===== config.mk =====
export PLATFORM = sky130hd
export DESIGN_NAME = touch_group_cal_irq_regs
export DESIGN_NICKNAME = d
export VERILOG_FILES = /design/src/touch_pkg.sv /design/src/recal_unit.sv /design/src/touch_group_cal_irq_regs.sv
export SDC_FILE = /design/constraint.sdc
export NUM_CORES = 1
export LEC_CHECK = 0
export CAP_MARGIN = 20
export CORE_ASPECT_RATIO = 0.6
export CORE_MARGIN = 10
export CORE_UTILIZATION = 46
export CTS_CLUSTER_SIZE = 30
export DETAILED_ROUTE_END_ITERATION = 10
export DONT_BUFFER_PORTS = 1
export PLACE_DENSITY = 0.75
export SLEW_MARGIN = 5
export SYNTH_ARGS = -nofsm -noshare
export SYNTH_HDL_FRONTEND = slang
export SYNTH_SLANG_ARGS = --single-unit

===== constraint.sdc =====
create_clock -name clk -period 5.8 [get_ports clk]
set_clock_uncertainty 0.2 [all_clocks]
set_input_delay 0.87 -clock clk [delete_from_list [all_inputs] [get_ports clk]]
set_output_delay 0.87 -clock clk [all_outputs]
set_load 0.005 [all_outputs]

===== src/touch_pkg.sv =====
// constants shared by the grouped touch timing, recalibration and alert register block
package touch_pkg;

  // ***************************************************************
  // register offsets and values after reset
  // ***************************************************************
  localparam logic [7:0] ADDR_GROUP_HOLD = 8'h23;
  localparam logic [7:0] ADDR_GROUP_DUR_SLIDE = 8'h24;
  localparam logic [7:0] ADDR_AUTO_RECAL = 8'h25;
  localparam logic [7:0] ADDR_RECAL_TRIGGER = 8'h26;
  localparam logic [7:0] ADDR_TOUCH_IRQ = 8'h27;
  localparam logic [7:0] ADDR_PIN_IRQ = 8'h28;

  localparam logic [7:0] RST_GROUP_HOLD = 8'h47;
  localparam logic [7:0] RST_GROUP_DUR_SLIDE = 8'hD4;
  localparam logic [7:0] RST_AUTO_RECAL = 8'hFF;
  localparam logic [7:0] RST_RECAL_TRIGGER = 8'h00;
  localparam logic [7:0] RST_TOUCH_IRQ = 8'hFF;
  localparam logic [7:0] RST_PIN_IRQ = 8'h00;

  // ***************************************************************
  // field positions
  // ***************************************************************
  localparam int NIBBLE_HI_LSB = 4;
  localparam int GROUP_BIT = 7;
  localparam int NUM_CHAN = 7;
  localparam int NUM_SENSE = 14;
  localparam int ST_HOLD = 0;
  localparam int ST_TAP = 1;
  localparam int ST_DOWN = 2;
  localparam int ST_UP = 3;

  // ***************************************************************
  // timing: every millisecond figure is counted in 35 ms ticks
  // ***************************************************************
  localparam int CLK_MHZ = 100;
  localparam int TICK_MS = 35;
  localparam int TICK_CYCLES = TICK_MS * 1000 * CLK_MHZ;
  localparam int RECAL_MS = 600;
  // longest blind time, rounded down to whole ticks
  localparam int RECAL_TICKS = RECAL_MS / TICK_MS;

  typedef enum logic [1:0] {
    G_IDLE = 2'b00,
    G_PRESS = 2'b01,
    G_HOLD = 2'b11
  } gesture_state_t;

  // press time allowed before recalibration, in ms, rounded up to ticks
  function automatic logic [8:0] max_press_ticks(input logic [3:0] code);
    int ms;
    ms = 560;
    case (code)
      4'h0: ms = 560;
      4'h1: ms = 840;
      4'h2: ms = 1120;
      4'h3: ms = 1400;
      4'h4: ms = 1680;
      4'h5: ms = 2240;
      4'h6: ms = 2800;
      4'h7: ms = 3360;
      4'h8: ms = 3920;
      4'h9: ms = 4480;
      4'hA: ms = 5600;
      4'hB: ms = 6720;
      4'hC: ms = 7840;
      4'hD: ms = 8906;
      4'hE: ms = 10080;
      default: ms = 11200;
    endcase
    return 9'((ms + TICK_MS - 1) / TICK_MS);
  endfunction

endpackage


===== src/recal_unit.sv =====
// one recalibration sequencer: a touch-free window of fixed length per sensor or group
`timescale 1ns/1ps
module recal_unit (
  input wire logic clk,
  input wire logic rst_n,
  input wire logic ce,
  input wire logic tick,
  input wire logic start,
  input wire logic touched,
  output logic busy,
  output logic done
);

  logic [4:0] cnt;

  // a touch inside the window spoils the baseline, so the window starts over
  always_ff @(posedge clk or negedge rst_n)
  begin
    if (!rst_n)
    begin
      busy <= 1'b0;
      done <= 1'b0;
      cnt <= 5'h00;
    end
    else if (ce)
    begin
      done <= 1'b0;
      if (!busy)
      begin
        if (start)
        begin
          busy <= 1'b1;
          cnt <= 5'h00;
        end
      end
      else if (touched)
        cnt <= 5'h00; // RULE15
      else if (tick)
      begin
        if (cnt == 5'(touch_pkg::RECAL_TICKS - 1))
        begin
          busy <= 1'b0; // RULE14
          done <= 1'b1;
        end
        else
          cnt <= cnt + 5'h01;
      end
    end
  end

  a_done_full_window: assert property (@(posedge clk) disable iff (!rst_n) // RULE14
    done |-> (cnt == 5'(touch_pkg::RECAL_TICKS - 1)) && !busy)
    else $error("recalibration finished before its full window");

  a_touch_restarts: assert property (@(posedge clk) disable iff (!rst_n) // RULE15
    (ce && busy && touched) |=> (cnt == 5'h00) && busy && !done)
    else $error("touch during recalibration did not restart it");

endmodule


===== src/touch_group_cal_irq_regs.sv =====
// grouped slider timing, recalibration control and alert enables of the touch controller
// ***************************************************************
// How it works
// (RULE1) upper nibble of 23h sets press-and-hold repeat interval, resets 0100b
// (RULE2) four-bit interval codes decode as (code+1) times 35 ms
// (RULE3) group touch longer than lower nibble of 23h reports press-and-hold, resets 0111b
// (RULE4) group touch no longer than that threshold reports a tap
// (RULE5) slides are flagged on their own, independent of hold threshold
// (RULE6) 24h timings apply only to channels 8 to 14, the group
// (RULE7) upper nibble of 24h picks longest group press before recalibration, resets 1101b
// (RULE8) that code decodes through the 560 to 11200 ms table
// (RULE9) with checking on, a press past that time restarts group recalibration
// (RULE10) lower nibble of 24h is slide repeat base, scaled by speed, resets 0100b
// (RULE11) 25h bits allow auto recalibration per channel, ignored if sensor off
// (RULE12) 25h bit 7 clear stops group auto recalibration, manual trigger still works
// (RULE13) writing one to 26h starts recalibration, hardware clears bit when done
// (RULE14) recalibrating sensors report no presses and their base counts are invalid
// (RULE15) a touch during recalibration spoils that attempt
// (RULE16) group trigger clears only after the whole group recalibrated cleanly
// (RULE17) 27h bit 7 gates alert for group slide, tap and hold flags
// (RULE18) 27h bits 6 to 0 gate alert for touches on inputs seven to one
// (RULE19) 28h bits gate alert for general-purpose input flags eight to one
// (RULE20) alert drives whenever an enabled flag is set; timing from one tick
// ***************************************************************
`timescale 1ns/1ps
module touch_group_cal_irq_regs #(
  parameter int tick_cycles = touch_pkg::TICK_CYCLES
) (
  input wire logic clk,
  input wire logic rstn,
  input wire logic ce,
  input wire logic [7:0] reg_addr,
  input wire logic [7:0] reg_wdata,
  input wire logic reg_wr,
  input wire logic reg_rd,
  output logic [7:0] reg_rdata,
  input wire logic [13:0] touch_raw,
  input wire logic [7:0] sensor_on,
  input wire logic group_max_press_check_on,
  input wire logic group_hold_repeat_on,
  input wire logic slide_up,
  input wire logic slide_down,
  input wire logic [1:0] slide_speed,
  input wire logic [6:0] chan_auto_req,
  input wire logic group_auto_req,
  input wire logic [6:0] chan_status,
  input wire logic [7:0] pin_status,
  input wire logic status_clear,
  output logic [13:0] touch_valid,
  output logic [7:0] base_invalid,
  output logic [3:0] group_status,
  output logic alert_n
);

  // ***************************************************************
  // reset release and pin synchronisers
  // ***************************************************************
  logic [1:0] rst_sync;
  logic rst_n;
  logic [13:0] touch_meta;
  logic [13:0] touch_sync;

  always_ff @(posedge clk or negedge rstn)
  begin
    if (!rstn)
      rst_sync <= 2'b00;
    else
      rst_sync <= {rst_sync[0], 1'b1};
  end
  assign rst_n = rst_sync[1];

  always_ff @(posedge clk or negedge rst_n)
  begin
    if (!rst_n)
    begin
      touch_meta <= 14'h0000;
      touch_sync <= 14'h0000;
    end
    else if (ce)
    begin
      touch_meta <= touch_raw;
      touch_sync <= touch_meta;
    end
  end

  // ***************************************************************
  // common 35 ms tick
  // ***************************************************************
  logic [21:0] tick_cnt;
  logic tick;

  always_ff @(posedge clk or negedge rst_n)
  begin
    if (!rst_n)
      tick_cnt <= 22'h000000;
    else if (ce)
    begin
      if (tick)
        tick_cnt <= 22'h000000; // RULE20
      else
        tick_cnt <= tick_cnt + 22'h000001;
    end
  end
  assign tick = ce && (tick_cnt == 22'(tick_cycles - 1));

  // ***************************************************************
  // registers
  // ***************************************************************
  logic [7:0] group_hold_timing;
  logic [7:0] group_duration_slide_timing;
  logic [7:0] auto_recal_enable;
  logic [7:0] recal_trigger;
  logic [7:0] touch_irq_enable;
  logic [7:0] pin_irq_enable;
  logic [7:0] next_recal_trigger;
  logic [7:0] cal_busy;
  logic [7:0] cal_done;
  logic trig_wr;

  always_ff @(posedge clk or negedge rst_n)
  begin
    if (!rst_n)
    begin
      group_hold_timing <= touch_pkg::RST_GROUP_HOLD; // RULE1 RULE3
      group_duration_slide_timing <= touch_pkg::RST_GROUP_DUR_SLIDE; // RULE7 RULE10
      auto_recal_enable <= touch_pkg::RST_AUTO_RECAL;
      touch_irq_enable <= touch_pkg::RST_TOUCH_IRQ;
      pin_irq_enable <= touch_pkg::RST_PIN_IRQ;
    end
    else if (ce && reg_wr)
    begin
      if (reg_addr == touch_pkg::ADDR_GROUP_HOLD)
        group_hold_timing <= reg_wdata;
      else if (reg_addr == touch_pkg::ADDR_GROUP_DUR_SLIDE)
        group_duration_slide_timing <= reg_wdata;
      else if (reg_addr == touch_pkg::ADDR_AUTO_RECAL)
        auto_recal_enable <= reg_wdata;
      else if (reg_addr == touch_pkg::ADDR_TOUCH_IRQ)
        touch_irq_enable <= reg_wdata;
      else if (reg_addr == touch_pkg::ADDR_PIN_IRQ)
        pin_irq_enable <= reg_wdata;
    end
  end

  // writing zero cannot abort a run; a set arriving with a finish wins
  assign trig_wr = reg_wr && (reg_addr == touch_pkg::ADDR_RECAL_TRIGGER);
  assign next_recal_trigger = ({8{trig_wr}} & reg_wdata) | (recal_trigger & ~cal_done); // RULE13
  always_ff @(posedge clk or negedge rst_n)
  begin
    if (!rst_n)
      recal_trigger <= touch_pkg::RST_RECAL_TRIGGER;
    else if (ce)
      recal_trigger <= next_recal_trigger; // RULE13 RULE16
  end
  always_ff @(posedge clk or negedge rst_n)
  begin
    if (!rst_n)
      reg_rdata <= 8'h00;
    else if (ce && reg_rd)
    begin
      if (reg_addr == touch_pkg::ADDR_GROUP_HOLD)
        reg_rdata <= group_hold_timing;
      else if (reg_addr == touch_pkg::ADDR_GROUP_DUR_SLIDE)
        reg_rdata <= group_duration_slide_timing;
      else if (reg_addr == touch_pkg::ADDR_AUTO_RECAL)
        reg_rdata <= auto_recal_enable;
      else if (reg_addr == touch_pkg::ADDR_RECAL_TRIGGER)
        reg_rdata <= recal_trigger;
      else if (reg_addr == touch_pkg::ADDR_TOUCH_IRQ)
        reg_rdata <= touch_irq_enable;
      else if (reg_addr == touch_pkg::ADDR_PIN_IRQ)
        reg_rdata <= pin_irq_enable;
      else
        reg_rdata <= 8'h00;
    end
  end
  // ***************************************************************
  // recalibration: seven single channels and the group as one unit
  // ***************************************************************
  logic [6:0] chan_auto_start;
  logic grp_auto_start;
  logic maxdur_req;
  logic [7:0] unit_touched;
  logic [7:0] unit_start;
  assign chan_auto_start = chan_auto_req & auto_recal_enable[6:0] & sensor_on[6:0]; // RULE11
  assign grp_auto_start = (group_auto_req || maxdur_req) // RULE9
    && auto_recal_enable[touch_pkg::GROUP_BIT] && sensor_on[touch_pkg::GROUP_BIT]; // RULE12
  assign unit_touched = {|touch_sync[13:7], touch_sync[6:0]};
  // the trigger bit lingers one cycle after done; masking it stops a second run
  assign unit_start = (recal_trigger & ~cal_done) // RULE13
    | {grp_auto_start, chan_auto_start}; // RULE12
  // the group unit only finishes when no group channel was touched, so all pass together
  for (genvar i = 0; i < 8; i++)
  begin : g_recal
    recal_unit u_recal (
      .clk(clk),
      .rst_n(rst_n),
      .ce(ce),
      .tick(tick),
      .start(unit_start[i]),
      .touched(unit_touched[i]), // RULE16
      .busy(cal_busy[i]),
      .done(cal_done[i])
    );
  end
  assign base_invalid = cal_busy; // RULE14
  assign touch_valid = touch_sync & {{7{sensor_on[7] & ~cal_busy[7]}}, // RULE6 RULE14
    sensor_on[6:0] & ~cal_busy[6:0]};
  // ***************************************************************
  // group gestures: tap, press-and-hold, maximum press, slides
  // ***************************************************************
  touch_pkg::gesture_state_t gstate;
  logic grp_touch;
  logic [8:0] press_cnt;
  logic [4:0] rpt_cnt;
  logic [4:0] hold_thr;
  logic [4:0] hold_rpt;
  logic [4:0] slide_base;
  logic [4:0] slide_int;
  logic [4:0] slide_cnt;
  logic slide_on;
  logic slide_is_up;
  logic [8:0] max_ticks;
  logic [3:0] ev;

  assign grp_touch = |touch_valid[13:7]; // RULE6
  assign hold_thr = {1'b0, group_hold_timing[3:0]} + 5'h01; // RULE2 RULE3
  assign hold_rpt = {1'b0, group_hold_timing[7:touch_pkg::NIBBLE_HI_LSB]} + 5'h01; // RULE1 RULE2
  assign slide_base = {1'b0, group_duration_slide_timing[3:0]} + 5'h01; // RULE10
  assign slide_int = ((slide_base >> slide_speed) == 5'h00) ? 5'h01 : (slide_base >> slide_speed);
  assign max_ticks = touch_pkg::max_press_ticks( // RULE7 RULE8
    group_duration_slide_timing[7:touch_pkg::NIBBLE_HI_LSB]);
  assign maxdur_req = group_max_press_check_on && tick && grp_touch // RULE9
    && (gstate != touch_pkg::G_IDLE) && ((press_cnt + 9'h001) == max_ticks);
  always_ff @(posedge clk or negedge rst_n)
  begin
    if (!rst_n)
    begin
      gstate <= touch_pkg::G_IDLE;
      press_cnt <= 9'h000;
      rpt_cnt <= 5'h00;
    end
    else if (ce)
    begin
      case (gstate)
        touch_pkg::G_IDLE:
        begin
          press_cnt <= 9'h000;
          rpt_cnt <= 5'h00;
          if (grp_touch)
            gstate <= touch_pkg::G_PRESS;
        end
        touch_pkg::G_PRESS:
        begin
          if (!grp_touch)
            gstate <= touch_pkg::G_IDLE; // RULE4
          else if (tick)
          begin
            press_cnt <= press_cnt + 9'h001;
            if ((press_cnt + 9'h001) > {4'h0, hold_thr})
              gstate <= touch_pkg::G_HOLD; // RULE3
          end
        end
        touch_pkg::G_HOLD:
        begin
          if (!grp_touch)
            gstate <= touch_pkg::G_IDLE;
          else if (tick)
          begin
            if (press_cnt != 9'h1FF)
              press_cnt <= press_cnt + 9'h001;
            rpt_cnt <= ((rpt_cnt + 5'h01) == hold_rpt) ? 5'h00 : rpt_cnt + 5'h01; // RULE1
          end
        end
        default: gstate <= touch_pkg::G_IDLE;
      endcase
    end
  end
  // slide repeats keep their direction while the finger stays on the group
  always_ff @(posedge clk or negedge rst_n)
  begin
    if (!rst_n)
    begin
      slide_on <= 1'b0;
      slide_is_up <= 1'b0;
      slide_cnt <= 5'h00;
    end
    else if (ce)
    begin
      if (slide_up || slide_down)
      begin
        slide_on <= 1'b1; // RULE5
        slide_is_up <= slide_up;
        slide_cnt <= 5'h00;
      end
      else if (!grp_touch)
        slide_on <= 1'b0;
      else if (slide_on && tick)
        slide_cnt <= ((slide_cnt + 5'h01) >= slide_int) ? 5'h00 : slide_cnt + 5'h01; // RULE10
    end
  end
  always_comb
  begin
    ev = 4'h0;
    ev[touch_pkg::ST_TAP] = (gstate == touch_pkg::G_PRESS) && !grp_touch; // RULE4
    ev[touch_pkg::ST_HOLD] = ((gstate == touch_pkg::G_PRESS) && grp_touch && tick // RULE3
      && ((press_cnt + 9'h001) > {4'h0, hold_thr}))
      || ((gstate == touch_pkg::G_HOLD) && grp_touch && tick && group_hold_repeat_on
      && ((rpt_cnt + 5'h01) == hold_rpt)); // RULE1
    ev[touch_pkg::ST_UP] = slide_up // RULE5
      || (slide_on && slide_is_up && grp_touch && tick && ((slide_cnt + 5'h01) >= slide_int));
    ev[touch_pkg::ST_DOWN] = slide_down
      || (slide_on && !slide_is_up && grp_touch && tick && ((slide_cnt + 5'h01) >= slide_int));
  end
  // ***************************************************************
  // status flags and alert
  // ***************************************************************
  logic irq_pend;
  always_ff @(posedge clk or negedge rst_n)
  begin
    if (!rst_n)
      group_status <= 4'h0;
    else if (ce)
      group_status <= (group_status & ~{4{status_clear}}) | ev; // set wins over clear
  end
  assign irq_pend = (|group_status && touch_irq_enable[touch_pkg::GROUP_BIT]) // RULE17
    || |(chan_status & touch_irq_enable[6:0]) // RULE18
    || |(pin_status & pin_irq_enable); // RULE19
  always_ff @(posedge clk or negedge rst_n)
  begin
    if (!rst_n)
      alert_n <= 1'b1;
    else if (ce)
      alert_n <= ~irq_pend; // RULE20
  end
  // ***************************************************************
  // checks
  // ***************************************************************
  a_trigger_set: assert property (@(posedge clk) disable iff (!rst_n) // RULE13
    (ce && trig_wr && reg_wdata[7]) |=> recal_trigger[7])
    else $error("trigger write of one was lost");
  a_group_trig_clear: assert property (@(posedge clk) disable iff (!rst_n) // RULE16
    (ce && cal_done[7] && !(trig_wr && reg_wdata[7])) |=> !recal_trigger[7])
    else $error("group trigger did not clear after success");
  a_group_auto_off: assert property (@(posedge clk) disable iff (!rst_n) // RULE12
    (!auto_recal_enable[7] && !recal_trigger[7] && !cal_busy[7] && ce) |=> !cal_busy[7])
    else $error("group recalibrated without enable or trigger");
  a_chan_auto_gate: assert property (@(posedge clk) disable iff (!rst_n) // RULE11
    (ce && !recal_trigger[0] && !cal_busy[0] && !(auto_recal_enable[0] && sensor_on[0]))
    |=> !cal_busy[0])
    else $error("channel one recalibrated while auto disabled");
  a_tap_release: assert property (@(posedge clk) disable iff (!rst_n) // RULE4
    (ce && gstate == touch_pkg::G_PRESS && !grp_touch)
    |=> group_status[touch_pkg::ST_TAP] && gstate == touch_pkg::G_IDLE)
    else $error("short group touch not reported as tap");
  a_hold_enter: assert property (@(posedge clk) disable iff (!rst_n) // RULE3
    (ce && gstate == touch_pkg::G_PRESS && grp_touch && tick
    && (press_cnt + 9'h001) > {4'h0, hold_thr})
    |=> gstate == touch_pkg::G_HOLD && group_status[touch_pkg::ST_HOLD])
    else $error("press-and-hold not reported after threshold");
  a_no_touch_in_cal: assert property (@(posedge clk) disable iff (!rst_n) // RULE14
    cal_busy[7] |-> touch_valid[13:7] == 7'h00)
    else $error("group press reported during recalibration");
  a_alert_follows: assert property (@(posedge clk) disable iff (!rst_n) // RULE20
    (ce && irq_pend) |=> !alert_n)
    else $error("alert not driven for enabled flag");
  a_alert_quiet: assert property (@(posedge clk) disable iff (!rst_n) // RULE17
    (ce && !irq_pend) |=> alert_n)
    else $error("alert driven with no enabled flag");
endmodule


# Word level (Yosys, flattened, before mapping)
# Memories as Yosys holds them, arrays and structs flattened.
# Cells that the tools add are included.
[word_totals] register_bits=192 latchBits=0 mem_bits_rw=0 romBits=192 inputBits=73 out_inout_bits=35 word_cells=351 n_memories=1
[classes] addsub=17 n_mul=0 div=1 magnitude_cmp=2 eq_ne=46 shifts=1 n_mux=142 bitwise_logic=22 reduce_logical=76
[mem_list] memory="(no name shown)" depth=16 word_bits=12 read_ports=1 rd_ports_with_merged_regs=0 wr=0 line="touch_pkg.sv:53" text="case (code)"
[op_table] cell="$mux 5" count=48
[op_table] cell="$mux 1" count=74
[op_table] cell="$add 5x1->5 const B" count=10
[op_table] cell="$eq 8x6->1 const B" count=6
[op_table] cell="$mux 8" count=6
[op_table] cell="$ne 3x3->1 const B" count=16
[op_table] cell="$mux 9" count=5
[op_table] cell="$eq 5x5->1 const B" count=8
[op_table] cell="$reduce_and 4->1" count=10
[op_table] cell="$add 32x7->32 const B" count=1
[op_table] cell="$div 32x7->32 const B" count=1
[op_table] cell="$sub 32x2->32 const B" count=1
[op_table] cell="$and 7x7->7" count=4
[op_table] cell="$logic_and 1x1->1" count=28
[op_table] cell="$pmux 9 s3" count=1
[op_table] cell="$and 8x8->8" count=3
[op_table] cell="$reduce_bool 2->1" count=12
[op_table] cell="$add 22x1->22 const B" count=1
[op_table] cell="$eq 22x22->1 const B" count=1
[op_table] cell="$mux 22" count=1
[op_table] cell="$reduce_or 7->1" count=3
[op_table] cell="$or 8x8->8" count=2
[op_table] cell="$add 4x1->5 const B" count=3
[op_table] cell="$and 14x14->14" count=1
[op_table] cell="34 further kinds" count=61

# Logic depth before layout (Yosys ltp)
[logic_depth] ltp_word=13 mapped_depth=47

# By module
# Synthesis repeated with hierarchy kept, for this count alone.
[unflattened] cells_unflattened=1450 area_unflattened_um2=13708.1
[by_module_without_submodules] mod="touch_group_cal_irq_regs" instances=1 cells_per_inst=1130 area_per_inst_um2=10304.9 seq_area_each_um2=3434.5
[by_module_without_submodules] mod="recal_unit" instances=8 cells_per_inst=40 area_per_inst_um2=425.4 seq_area_each_um2=175.2

# Worst setup path after synthesis
# No wires, ideal clock.
[synth_timing] kind="register -> register" start="register group_duration_slide_timing[4]" end="register g_recal[7].u_recal.cnt[1]" setup_time_ns=0.119 arrival_time_ns=10.524 t_required_ns=5.481 path_slack_ns=-5.042 path_stages_with_launch=47 period_less_slack_ns=10.842 cell_sequence="dfstp_2 inv_2 ha_1 mux2_1 a221oi_2 buf_2 inv_1 clkbuf_1 ha_1 clkbuf_1 nand2_1 a2bb2oi_1 o21ai_0 nor4_2 a21o_1 or3_1 nand3b_1 ha_1 (+11 left out) or3_1 buf_2 or3_4 a32oi_2 o21a_1 or2_0 buf_2 nand2_1 ha_1 inv_1 nand2_1 or3_1 o31a_1 a211oi_1 o311ai_0 or4_4 o21a_4 a21bo_1"
[synth_between] elab_chain_len=12
[synth_rtl] element="from (decl)" line="touch_group_cal_irq_regs.sv:110" text="logic [7:0] group_duration_slide_timing;"
[synth_rtl] element="from (signal assigned)" line="touch_group_cal_irq_regs.sv:125" text="group_duration_slide_timing <= touch_pkg::RST_GROUP_DUR_SLIDE;"
[synth_rtl] element="from (signal assigned)" line="touch_group_cal_irq_regs.sv:135" text="group_duration_slide_timing <= reg_wdata;"
[synth_rtl] element="$mem_v2 16x12"
[synth_rtl] element="$add 32x7->32" line="touch_pkg.sv:71" text="return 9'((ms + TICK_MS - 1) / TICK_MS);"
[synth_rtl] element="$sub 32x2->32" line="touch_pkg.sv:71"
[synth_rtl] element="$div 32x7->32" line="touch_pkg.sv:71"
[synth_rtl] element="$eq 9x9->1" line="touch_group_cal_irq_regs.sv:234" text="&& (gstate != touch_pkg::G_IDLE) && ((press_cnt + 9'h001) == max_ticks);"
[synth_rtl] element="$logic_and 1x1->1" line="touch_group_cal_irq_regs.sv:234"
[synth_rtl] element="$logic_or 1x1->1" line="touch_group_cal_irq_regs.sv:186" text="assign grp_auto_start = (group_auto_req || maxdur_req)"
[synth_rtl] element="$logic_and 1x1->1 (2 in series)" line="touch_group_cal_irq_regs.sv:187" text="&& auto_recal_enable[touch_pkg::GROUP_BIT] && sensor_on[touch_pkg::GROUP_BIT];"
[synth_rtl] element="$or 8x8->8" line="touch_group_cal_irq_regs.sv:191" text="| {grp_auto_start, chan_auto_start};"
[synth_rtl] element="$reduce_bool 2->1 (no line)"
[synth_rtl] element="$reduce_and 4->1 (no line)"
[synth_rtl] element="to (signal assigned)" line="recal_unit.sv:46" text="cnt <= cnt + 5'h01;"
[synth_rtl] element="to (decl)" line="recal_unit.sv:14" text="logic [4:0] cnt;"
# Every way passes these cells.
# A chain may end at the register's enable or synchronous reset.

# Final worst setup path
[layout_timing] start="register group_duration_slide_timing[4]" end="register g_recal[7].u_recal.cnt[2]"
# Same word-level chain as after synthesis.

==> out/summary.txt <==
Ys Warns = 0
Max transition margin = 26.5%
number of synthesized flops with an enable pin = 0
Final Cycle Share = 159%
Tmin final = 9.24 ns
initial antenna violation count = 3
most frequent cell after synthesis = dfrtp_1
width of the die = 240 um
Post-synth ARST share = 100%
Slowest-stage cell, CP = dfstp_2
worst-path maximum fanout = 7
Net Count, Synth = 1568
Post-synth top flop = dfrtp_1
Fill cells = 2348
max incr delay on CP = 0.56 ns
Bufs on Longest Clock Path = 2
Reg-to-Reg Start = group_duration_slide_timing[4]
switching power = 1.54 mW
total CTS buffers = 17
Seq/Total Area, Yosys = 36.1%
Hold EP = rst_sync[1]
drt drc = 0
CTS tree = yes
setup repair after global routing missed its margin = true
cells after synthesis = 1448
internal reg-to-reg setup slack = -3.44 ns
Critical Path RT = 5.93 ns
Die ar. = 36600 sq um
part of the power in combinational logic = 40.0%
critical path depth in cells = 37
post-synthesis register bit count = 192
worst setup margin = -3.44 ns
Power Total = 4.49 mW
Pint = 2.96 mW
crit start category = flip-flop
leading area contributor after synthesis = dfrtp_1
grt total ovfl = 0
pre-CTS WS = -3.55 ns
worst vdd ir = 214 uV
post-placement cell count = 1978
Nets = 1764
CP Class = reg -> reg
starting density of the core = 46.7%
Post-synth top cells = dfrtp_1 (167), nor2_1 (131), nand2_1 (125)
pin count of the biggest net entering global routing = 191
Root Buffer = clkbuf_16
GRT Overall Usage = 22.2%
Worst Hold Depth = 0
Max Clk Rate = 108 MHz
Slew @ Worst Pin = 1.10 ns
fin cells = 2033
Pleak = 7.15 nW
min-delay src = rst_sync[0]
WL final = 42300 um
layout cells sized above 1 = 30.6%
dpl hpwl = 31600 um
pwr dens = 271 nW/um^2
First-pass DRT Iterations = 8
final hold vios = 0
run status = finished, violations left
cell family with most CP delay = compound AO/OA/AOI/OAI gates
Die H = 152 um
clk sinks = 192
DR iter-0 viols = 1357
worst hold path type = reg -> reg
via count = 12557
CTS clk-pin slew, worst paths = 0.07 ns
Area Overhead vs Synth = 23.8%
crit end category = flip-flop
I/O Pins = 108
Clk Latency, worst-skew pair = 0.44 ns
Max-cap violations = 0
setup_tns = -20.54 ns
CTS H-tree depth = 4
Synth area leaders = dfrtp_1 (31%), mux2_2 (6.0%), dfstp_2 (4.9%), ha_1 (4.4%), nor2_1 (3.7%)
routed length per instance = 20.8 um
worst r2r path cells = 37
Final Util = 57.8%
Final ANT Viol Nets = 0
mean area per synthesized cell = 9.26 sq um
Final setup viols = 6
I/O Buffers = 0
clock share of power = 25.9%
core area = 28700 sq um
Pins Over Slew Limit = 0
Rows = 48
first-pass GRT wire length = 65900 um
sequential power share = 34.2%
Net Sw Frac = 34.2%
failing checks = negative setup slack
Unique masters post-synth = 108
vias in the first global route = 11988
Routability Congestion = 0.963
WP data arrival = 9.37 ns
Buf/Inv on CP = 5
cell area after synthesis = 13400 sq um
end of the worst register-to-register path = g_recal[7].u_recal.cnt[2]
Synth top area share = 31.2%
vias per inst = 6.18
state kept, by name (all words and copies together) (netlist names), 9 cells and up:
signal / count
g_recal.u_recal.cnt: 40
press_cnt: 9
tick_cnt: 22
touch_meta: 14
touch_sync: 14
cell type report:
type | instances | area [sq um] | share of cell area [%]
inverter | 55 | 216 | 1.30
timing repair buffer | 241 | 1870 | 11.3
sequential | 192 | 4840 | 29.2
clock inverter | 8 | 77.6 | 0.467
antenna | 1 | 2.50 | 0.0151
clock buffer | 24 | 502 | 3.02
multi-input combinational | 1137 | 8620 | 51.9
tap | 375 | 469 | 2.83
worst max-delay path by stage:
stage | to | from
after floorplan | g_recal[7].u_recal.cnt[1] | group_duration_slide_timing[4]
after global routing | g_recal[7].u_recal.cnt[2] | group_duration_slide_timing[4]
after global placement | g_recal[7].u_recal.cnt[1] | group_duration_slide_timing[4]
final | g_recal[7].u_recal.cnt[2] | group_duration_slide_timing[4]
after detailed placement | g_recal[7].u_recal.cnt[1] | group_duration_slide_timing[4]
after CTS | g_recal[7].u_recal.cnt[1] | group_duration_slide_timing[4]
through the flow:
step / hold slack (ns) / area [sq um]
after floorplan: 0.131 / 13700
after global placement: 0.138 / 15400
after global routing: 0.172 / 16600
after CTS: 0.164 / 16200
final: 0.161 / 16600
after detailed placement: 0.149 / 15400
layout by cell type, fill, tap and decap left out, types with 18 or more instances in the layout:
| master | count |
|---|---|
| dfrtp_1 | 166 |
| o21ai_0 | 67 |
| dfstp_2 | 25 |
| inv_1 | 49 |
| nor3_1 | 30 |
| mux2_2 | 69 |
| nand3_1 | 59 |
| a21oi_1 | 41 |
| xor2_1 | 50 |
| nand2_1 | 121 |
| nand4_1 | 37 |
| ha_1 | 41 |
| xnor2_1 | 33 |
| nor2b_1 | 18 |
| nor2_1 | 127 |
| buf_4 | 229 |
| and3_1 | 25 |
| o21a_1 | 18 |
what timing repair did:
item,in CTS,in global routing
gates resized for setup,35,51
setup buffers,5,16
hold buffers,1,0
endpoints found under the hold margin,2,0
pin swaps,16,27
setup endpoints to repair,6,6
worst register-to-register path, delay by kind of cell (launching register included):
family	cells	cell delay, ns
AO/OA/AOI/OAI	19	4.62
buffers and inverters	5	0.58
AND/OR/NAND/NOR	11	2.73
flip-flops	1	0.56
adder cells (fa/ha/maj)	2	0.44
power by group through the flow:
stage               logic, mW  registers, mW  clock network, mW
floorplan               0.966           1.54                  0
global placement         1.47           1.55                  0
detailed placement       1.50           1.56                  0
CTS                      1.56           1.53               1.17
global route             1.93           1.54               1.23
finish                   1.79           1.54               1.16
layer usage:
layer  vias up  global-route usage (%)  routed length, um
met4         4                    5.13                862
met2       567                    31.8              18300
li1       5761                       -                  -
met3        65                    6.25               4090
met1      6160                    32.1              19000
met5         -                       0                 30
kinds of logic after synthesis:
family	synth area share, %
AO/OA/AOI/OAI	19.5
flip-flops	36.1
AND/OR/NAND/NOR	20.4
buffers and inverters	4.09
adder cells (fa/ha/maj)	4.53
multiplexers	9.68
XOR/XNOR	5.75
other	0.0280
No activity file was read; power rests on OpenSTA's default activity.
